<file path="src/pkg/gpio_pkg.sv">
/*
 gpio_pkg: register addresses, reset values and widths for the general
 purpose port block with pattern match.
 assumes: an 8-bit special function register bus driven by the cpu core.
*/
package gpio_pkg;
   localparam int          ADDR_W           = 8;
   localparam int          DATA_W           = 8;
   localparam int          NUM_PORTS        = 3;
   // port latch registers, bit addressable
   localparam logic [7:0]  PORT0_ADDR       = 8'h80;
   localparam logic [7:0]  PORT1_ADDR       = 8'h90;
   localparam logic [7:0]  PORT2_ADDR       = 8'ha0;
   localparam logic [7:0]  PORT0_EXP_ADDR   = 8'hfc;
   localparam logic [7:0]  PORT0_MASK_ADDR  = 8'hfd;
   localparam logic [7:0]  PORT1_EXP_ADDR   = 8'hed;
   localparam logic [7:0]  PORT1_MASK_ADDR  = 8'hee;
   localparam logic [7:0]  DRIVE_SEL_ADDR   = 8'hf6;
   localparam logic [7:0]  LATCH_RESET      = 8'hff;
   localparam logic [7:0]  EXP_RESET        = 8'hff;
   localparam logic [7:0]  MASK_RESET       = 8'h00;
   // one bit per port, 1 selects high drive
   localparam logic [2:0]  DRIVE_RESET      = 3'h7;
   localparam logic [7:0]  ZERO_BYTE        = 8'h00;
endpackage

</file>
<file path="src/logic/gpio_port.sv">
/*
 gpio_port: three 8-bit ports with output latches, pin reads, read-modify-
 write latch reads, per-port drive select and a two-port pattern match.
 assumes: the cpu core presents sfr accesses on one clock; bit accesses
 arrive as bit_wr with a bit index; rmw_rd is asserted by the core for
 read-modify-write instructions; pins are asynchronous to clk.
*/
// Contract
// - one drive select bit per port sets high or low drive for all its pins.
// - after reset every port's drive select shows high drive.
// - each matching port has a software written expected value register.
// - mismatch fires when masked pins differ from masked expected values.
// - matching sees the real pin levels whatever the crossbar does.
// - the mismatch event serves both as interrupt request and idle wake.
// - port registers are reachable as whole bytes and as single bits.
// - a port write lands in an output latch that keeps driving the pins.
// - an ordinary port read returns the pin levels, not the latch.
// - a read-modify-write access reads the latch instead of the pins.
// - the latch read applies to every read-modify-write instruction kind.
// - expected bit 0 compares low, 1 compares high; resets to all ones.
// - port one width is a build parameter of 8, 7 or 4 pins.
`timescale 1ns/1ns
module gpio_port #(
   parameter int P1_WIDTH = 8
) (
   input  wire logic        clk,
   input  wire logic        resetn,
   input  wire logic [7:0]  sfr_addr,
   input  wire logic        sfr_wr,
   input  wire logic        sfr_rd,
   input  wire logic        bit_wr,
   input  wire logic [2:0]  bit_idx,
   input  wire logic        bit_val,
   input  wire logic        rmw_rd,
   input  wire logic [7:0]  sfr_wdata,
   output logic      [7:0]  sfr_rdata,
   input  wire logic [7:0]  pin_in0,
   input  wire logic [7:0]  pin_in1,
   input  wire logic [7:0]  pin_in2,
   output logic      [7:0]  pin_out0,
   output logic      [7:0]  pin_out1,
   output logic      [7:0]  pin_out2,
   output logic      [2:0]  port_drive_select,
   output logic             mismatch_irq,
   output logic             mismatch_wake
);
   // port one bits above the built width have no pin and never match
   localparam logic [7:0] P1_IMPL =
      8'((9'h001 << P1_WIDTH) - 9'h001);

   logic [7:0] sync1_reg [gpio_pkg::NUM_PORTS];
   logic [7:0] sync2_reg [gpio_pkg::NUM_PORTS];
   logic [7:0] latch_reg [gpio_pkg::NUM_PORTS];
   logic [7:0] port0_exp_reg;
   logic [7:0] port0_mask_reg;
   logic [7:0] port_one_expected_value_reg;
   logic [7:0] port_one_compare_mask_reg;
   logic [2:0] drive_reg;
   logic [7:0] pin_raw [gpio_pkg::NUM_PORTS];
   logic       mismatch_next;
   logic [7:0] rdata_next;

   // returns the port index hit by an address, or NUM_PORTS for none
   function automatic int port_of(input logic [7:0] a);
      if (a == gpio_pkg::PORT0_ADDR)
         return 0;
      else if (a == gpio_pkg::PORT1_ADDR)
         return 1;
      else if (a == gpio_pkg::PORT2_ADDR)
         return 2;
      else
         return gpio_pkg::NUM_PORTS;
   endfunction

   // single bit update of a byte, used by bit writes
   function automatic logic [7:0] set_bit(input logic [7:0] v,
                                          input logic [2:0] i,
                                          input logic       b);
      logic [7:0] r;
      r = v;
      r[i] = b;
      return r;
   endfunction

   // true when any pin under the mask sits away from its expected level
   function automatic logic masked_differs(input logic [7:0] pins,
                                           input logic [7:0] exp_v,
                                           input logic [7:0] mask);
      return (pins & mask) != (exp_v & mask);
   endfunction

   assign pin_raw[0] = pin_in0;
   assign pin_raw[1] = pin_in1;
   assign pin_raw[2] = pin_in2;

   genvar g;
   generate
      // one synchroniser and one latch per port
      for (g = 0; g < gpio_pkg::NUM_PORTS; g++) begin : g_port
         // pin reads of a port show zero until two edges after reset, while
         // the synchroniser fills; every flop stays resettable that way
         always_ff @(posedge clk) begin
            if (!resetn) begin
               sync1_reg[g] <= gpio_pkg::ZERO_BYTE;
               sync2_reg[g] <= gpio_pkg::ZERO_BYTE;
            end else begin
               sync1_reg[g] <= pin_raw[g];
               sync2_reg[g] <= sync1_reg[g];
            end
         end

         always_ff @(posedge clk) begin
            if (!resetn)
               latch_reg[g] <= gpio_pkg::LATCH_RESET;
            // a byte write beats a bit write arriving in the same cycle
            else if (sfr_wr && port_of(sfr_addr) == g)
               latch_reg[g] <= sfr_wdata;
            else if (bit_wr && port_of(sfr_addr) == g)
               // bit writes modify the latch, never the pins
               latch_reg[g] <= set_bit(latch_reg[g], bit_idx, bit_val);
         end
      end
   endgenerate

   // the latch holds its value until the next write, so pins follow it
   always_ff @(posedge clk) begin
      if (!resetn) begin
         pin_out0 <= gpio_pkg::LATCH_RESET;
         pin_out1 <= gpio_pkg::LATCH_RESET;
         pin_out2 <= gpio_pkg::LATCH_RESET;
      end else begin
         pin_out0 <= latch_reg[0];
         pin_out1 <= latch_reg[1];
         pin_out2 <= latch_reg[2];
      end
   end

   // expected values reset to all ones and masks to zero, so no event
   // can fire until software arms a mask
   always_ff @(posedge clk) begin
      if (!resetn) begin
         port0_exp_reg               <= gpio_pkg::EXP_RESET;
         port0_mask_reg              <= gpio_pkg::MASK_RESET;
         port_one_expected_value_reg <= gpio_pkg::EXP_RESET;
         port_one_compare_mask_reg   <= gpio_pkg::MASK_RESET;
      end else if (sfr_wr) begin
         case (sfr_addr)
            gpio_pkg::PORT0_EXP_ADDR:  port0_exp_reg <= sfr_wdata;
            gpio_pkg::PORT0_MASK_ADDR: port0_mask_reg <= sfr_wdata;
            gpio_pkg::PORT1_EXP_ADDR:
               port_one_expected_value_reg <= sfr_wdata;
            gpio_pkg::PORT1_MASK_ADDR:
               port_one_compare_mask_reg <= sfr_wdata;
            default: ;
         endcase
      end
   end

   always_ff @(posedge clk) begin
      if (!resetn)
         drive_reg <= gpio_pkg::DRIVE_RESET;
      else if (sfr_wr && sfr_addr == gpio_pkg::DRIVE_SEL_ADDR)
         drive_reg <= sfr_wdata[2:0];
   end

   // drive select passes one extra flop so it moves with the pin latches
   always_ff @(posedge clk) begin
      if (!resetn)
         port_drive_select <= gpio_pkg::DRIVE_RESET;
      else
         port_drive_select <= drive_reg;
   end

   // compares synchronised pins, so crossbar routing does not hide them;
   // port one drops the bits that have no pin in this build
   always_comb begin
      mismatch_next =
         masked_differs(sync2_reg[0], port0_exp_reg,
                        port0_mask_reg) ||
         masked_differs(sync2_reg[1],
                        port_one_expected_value_reg,
                        port_one_compare_mask_reg & P1_IMPL);
   end

   always_ff @(posedge clk) begin
      if (!resetn) begin
         mismatch_irq  <= 1'h0;
         mismatch_wake <= 1'h0;
      end else begin
         mismatch_irq  <= mismatch_next;
         mismatch_wake <= mismatch_next;
      end
   end

   // a read-modify-write read returns the latch, so a bit update never
   // copies the outside level of an input pin into its output
   always_comb begin
      rdata_next = gpio_pkg::ZERO_BYTE;
      if (port_of(sfr_addr) != gpio_pkg::NUM_PORTS)
         rdata_next = rmw_rd ? latch_reg[port_of(sfr_addr)]
                             : sync2_reg[port_of(sfr_addr)];
      else
         case (sfr_addr)
            gpio_pkg::PORT0_EXP_ADDR:  rdata_next = port0_exp_reg;
            gpio_pkg::PORT0_MASK_ADDR: rdata_next = port0_mask_reg;
            gpio_pkg::PORT1_EXP_ADDR:
               rdata_next = port_one_expected_value_reg;
            gpio_pkg::PORT1_MASK_ADDR:
               rdata_next = port_one_compare_mask_reg;
            gpio_pkg::DRIVE_SEL_ADDR:  rdata_next = {5'h00, drive_reg};
            default:                   rdata_next = gpio_pkg::ZERO_BYTE;
         endcase
   end

   // read data is registered; it follows the address one cycle later
   always_ff @(posedge clk) begin
      if (!resetn)
         sfr_rdata <= gpio_pkg::ZERO_BYTE;
      else if (sfr_rd || rmw_rd)
         sfr_rdata <= rdata_next;
   end
endmodule // gpio_port

</file>
<file path="config.mk">
export PLATFORM = sky130hd
export DESIGN_NAME = gpio_port
export DESIGN_NICKNAME = d
export VERILOG_FILES = /design/src/pkg/gpio_pkg.sv /design/src/logic/gpio_port.sv
export SDC_FILE = /design/constraint.sdc
export NUM_CORES = 1
export LEC_CHECK = 0
export BUFFER_PORTS_ARGS = -buffer_cell sky130_fd_sc_hd__buf_2
export CAP_MARGIN = 25
export CORE_MARGIN = 3
export CORE_UTILIZATION = 45
export DETAILED_ROUTE_END_ITERATION = 10
export GPL_ROUTABILITY_DRIVEN = 0
export PLACE_DENSITY = 0.71
export SLEW_MARGIN = 20
export SYNTH_ARGS = -nofsm -noshare
export SYNTH_HDL_FRONTEND = slang
export SYNTH_SLANG_ARGS = --single-unit
</file>
<file path="constraint.sdc">
create_clock -name clk -period 2.7 [get_ports clk]
set_clock_uncertainty 0.05 [all_clocks]
set_input_delay 0.54 -clock clk [delete_from_list [all_inputs] [get_ports clk]]
set_output_delay 0.54 -clock clk [all_outputs]
set_load 0.01 [all_outputs]
</file>
# Yosys cells after proc, flatten, opt, wreduce, memory -nomap -nowiden
# Memory sizes are Yosys's and may differ from the RTL's.
# Index checks and enable logic that the tools add are counted.
dict set report classes {
  n_lt_le_gt_ge 2
  eq_ne 15
  n_mux 54
  bitwise 16
  n_reduce_logical 16
}
# op count
set op_table {}
lappend op_table {{32-bit 2-to-1 mux} 7}
lappend op_table {{8-bit 2-to-1 mux} 14}
lappend op_table {{32-bit by 2-bit equality test with 1-bit output, second input constant} 2}
lappend op_table {{32-bit by 3-bit equality test with 1-bit output, second input constant} 2}
lappend op_table {{8-bit equality test, second input constant} 8}
lappend op_table {{32-bit zero test} 2}
lappend op_table {{8-bit one-hot mux with 5 select lines} 1}
lappend op_table {{8-bit bitwise AND} 4}
lappend op_table {{32-bit by 3-bit inequality test with 1-bit output, second input constant} 1}
lappend op_table {{1-bit 2-to-1 mux} 25}
lappend op_table {{8-bit bitwise mux} 3}
lappend op_table {{8-bit inequality test} 2}
lappend op_table {{1-bit bitwise OR} 12}
lappend op_table {{1-bit logical AND} 8}
lappend op_table {{2-bit AND reduction} 4}
lappend op_table {{2-bit 2-to-1 mux} 3}
lappend op_table {{3-bit by 4-bit < comparator with 1-bit output, second input constant} 1}
lappend op_table {{1-bit demux with 3-bit select} 1}
lappend op_table {{3-bit by 1-bit greater-or-equal comparator with 1-bit output, second input constant} 1}
lappend op_table {{1-bit logical OR} 2}
dict set report word_totals {
  reg_bits 71
  mem_bits_rw 72
  output_inout_bits 37
  wordCells 117
  n_memories 3
}
# memory depth width read_ports rd_ports_with_merged_regs wr line
set mem_list {}
lappend mem_list {latch_reg 3 8 4 0 3 gpio_port.sv:53} ;# logic [7:0] latch_reg [gpio_pkg::NUM_PORTS];
lappend mem_list {sync1_reg 3 8 3 0 3 gpio_port.sv:51} ;# logic [7:0] sync1_reg [gpio_pkg::NUM_PORTS];
lappend mem_list {sync2_reg 3 8 3 0 3 gpio_port.sv:52} ;# logic [7:0] sync2_reg [gpio_pkg::NUM_PORTS];

# Depth between registers and ports, before layout
dict set report depth {
  depth_word 16
  ltp_mapped 7
}

# Worst setup path before layout
# OpenSTA, ideal clock, no wires.
dict set report synth_path {
  path_kind {input port to flip-flop}
  startpoint {in resetn}
  endpoint {mem latch_reg[2][0], enable pin}
  setup_time_ps 338
  arrival_time_ps 1715
  required_time_ps 2312
  slack_ps 597
  stages 6
  cell_sequence {clkbuf_1 -> nand2_1 -> nor2_1 -> and3_1 -> clkbuf_1 -> nand3b_1}
}
# element line
set synth_rtl {}
lappend synth_rtl {{start, declared} gpio_port.sv:27} ;# input wire logic resetn,
lappend synth_rtl {{end, declared} gpio_port.sv:53}

==> impl_results.md <==
- Status: finished, final reports clean
- Distinct cells, synth: 51
- Area share of the largest cell type after synthesis: 39.7%
- Commonest cells post-synth: dfxtp_1, nor2_1, nand2_1
- Crit path to: latch_reg[1][2]
- Share of cells above drive strength 1: 21.4%
- Synth Instances: 606
- Synth top area cells: dfxtp_1, edfxtp_1, mux2i_1, and2_1, nor2_1
- Net count, final: 734
- Reg2reg end: sfr_rdata[2]
- DP HPWL: 11.6 mm
- Crit path required time: 2.78 ns
- Final cell count without fillers: 869
- CTS Buf Count: 17
- Slew headroom: 55.9%
- Die Area: 14800 µm²
- Area grow syn2layout: 18.9%
- Vias in the first global route: 4712
- TritonRoute pass-1 iters: 6
- Internal Power: 0.00376 W
- CTS tree: built
- Synthesized area per cell: 9.90 µm²
- Max-cap violations: 0
- Clock Tree Buf Depth: 2
- Most common cell in the netlist: dfxtp_1
- Initial antenna violation count: 0
- N_diodes: 0
- Top_reg_cell synth: dfxtp_1
- Post-synthesis async set-or-reset flop share: 0%
- Core ar.: 12800 µm²
- Area of the mapped netlist: 6000 µm²
- Site row count: 41
- Num Clock Sinks: 143
- Worst skew pair latency: 0.43 ns
- P_sw: 0.00121 W
- Minimum clock period: 2.11 ns
- Die X: 121 µm
- Remaining antenna violation count: 0
- Hold Buf Count CTS: 0
- EDFF count, synth: 24
- Routed wire length: 16.0 mm
- Crit end category: flop
- Die Span Y: 121 µm
- Crit path DAT: 2.19 ns
- H-tree depth: 4
- Cts repair resizes: 0
- Worst setup path startpoint: sfr_addr[0]
- I/O pin total: 87
- WL/cell: 18.4 µm
- Tot GR Track Use: 21.9%
- Syn. warnings: 0
- Seq pwr share: 45.6%
- Placed cells: 837
- Largest net degree at the start of global routing: 80
- Tightest Pin Transition: 0.659 ns
- Post-synthesis sequential area ratio: 51.7%
- Clock Pin Slew Worst Setup and Hold Paths: 0.06 ns
- Initial Utilization: 46.8%
- Fillers: 1107
- RSZ-0062 raised after global routing: no
- DR vias: 4948
- Global-route wire length before repair: 24.7 mm
- Switching part of the total: 24.4%
- R2R cell count: 5
- Vias per std cell: 5.69
- Hold Path Class: in -> reg
- Finish-stage setup viols: 0
- Gate power share: 6.5%
- Power Density: 696 nW/µm²
- Crit Path Class: in -> reg
- Total gr overflow: 0
- Post-synth top area cell: dfxtp_1
- Max rail drop VDD: 0.000410 V
- Critical R2R Launch: sync2_reg[0][2]
- Hold_sp: pin_in0[7]
- Crit start category: primary input
- Yosys reg bits: 143
- Leak pwr: 3.03 nW
- Root buffer selected by CTS: clkbuf_16
- Syn nets: 656
- Crit path max fanout: 13
- Post-CTS Setup Inserts: 0
- Place WS: 0.265 ns
- Post-route setup slack: 0.593 ns
- Final Cycle Share: 78.0%
- Final Hold Viols: 0
- Slew Viols, Final: 0
- DR iter-0 viols: 714
- IO buf count: 86
- Clock network fraction of design power: 48.0%
- FF-to-FF setup slack: 1.26 ns
- Peak Freq: 475 MHz
- DRC: 0
- Setup TNS: 0 ns
-- through the flow --
stage | util, % | hold slack [ns] | total power, W | area, µm²
final | 55.6 | 0.271 | 0.00497 | 7130
after global routing | 55.6 | 0.257 | 0.00513 | 7130
after CTS | 55.6 | 0.252 | 0.00500 | 7130
after detailed placement | 50.9 | 0.369 | 0.00262 | 6530
after global placement | 50.9 | 0.371 | 0.00262 | 6530
after floorplan | - | 0.362 | 0.00249 | 6000
-- cells in the final DEF, fill, tap and decap left out, drive strengths merged, types with 4 or more instances in the layout --
master | Yosys | routed
a22oi | 8 | 8
nand4 | 9 | 9
nand2 | 50 | 50
nand2b | 28 | 28
o22a | 7 | 7
edfxtp | 24 | 24
a21oi | 28 | 28
clkbuf | 24 | 18
mux2i | 46 | 46
inv | 4 | 14
and2 | 49 | 49
dfxtp | 119 | 119
a31oi | 10 | 10
a221oi | 4 | 4
o21ai | 28 | 28
a32o | 4 | 4
nor2 | 58 | 58
nand3b | 6 | 6
xor2 | 16 | 16
nor3 | 6 | 6
nand3 | 19 | 19
and3 | 5 | 5
o211ai | 5 | 5
buf | 15 | 98
or2 | 6 | 6
-- logic make-up after synthesis --
| family | Yosys count | synth area share, % |
|---|---|---|
| muxes | 50 | 8.80 |
| AOI/OAI and AO/OA | 103 | 11.1 |
| and+or+nand+nor | 250 | 22.4 |
| xor gates and xnor gates | 16 | 2.34 |
| DFF | 143 | 51.7 |
| buffers and inverters | 44 | 3.65 |
-- worst min-delay path by stage --
stage / endpoint / slack (ns) / cells past startpoint
after floorplan: sync2_reg[0][0] / 0.36 / 1
after global placement: sync2_reg[0][7] / 0.37 / 1
after detailed placement: sync2_reg[1][7] / 0.37 / 1
after CTS: sync1_reg[2][1] / 0.25 / 2
after global routing: sync1_reg[2][2] / 0.26 / 2
final: sync1_reg[0][7] / 0.27 / 2
-- critical path, cell delays in order --
cell and delay, ns:
buf_2 0.22, nor2_1 0.09, and4b_1 0.36, and2_1 0.22, a21oi_1 0.49, o21ai_0 0.26
-- power groups by stage --
stage / registers, W / clock network [W] / logic, W
floorplan: 0.00230 / 0 / 0.000191
global placement: 0.00231 / 0 / 0.000308
detailed placement: 0.00231 / 0 / 0.000315
CTS: 0.00226 / 0.00242 / 0.000318
global route: 0.00227 / 0.00251 / 0.000349
finish: 0.00226 / 0.00238 / 0.000322
-- layer usage --
| layer | GRT usage, % | vias to the layer above | part of all wire [%] |
|---|---|---|---|
| met1 | 29.1 | 2259 | 41 |
| met5 | 0 | - | 0 |
| met3 | 6.71 | 51 | 12 |
| li1 | - | 2278 | - |
| met4 | 10.0 | 0 | 3.2 |
| met2 | 32.7 | 360 | 44 |
-- final cells by class --
class	instances	area, µm²	share of cell area [%]
Sequential cell	143	3100	43.5
Tap cell	172	215	3.02
Clock inverter	14	170	2.39
Multi-Input combinational cell	419	2680	37.5
Clock buffer	18	429	6.02
Inverter	5	18.8	0.263
Timing Repair Buffer	98	520	7.30
Power figures use the tool's default switching activity.
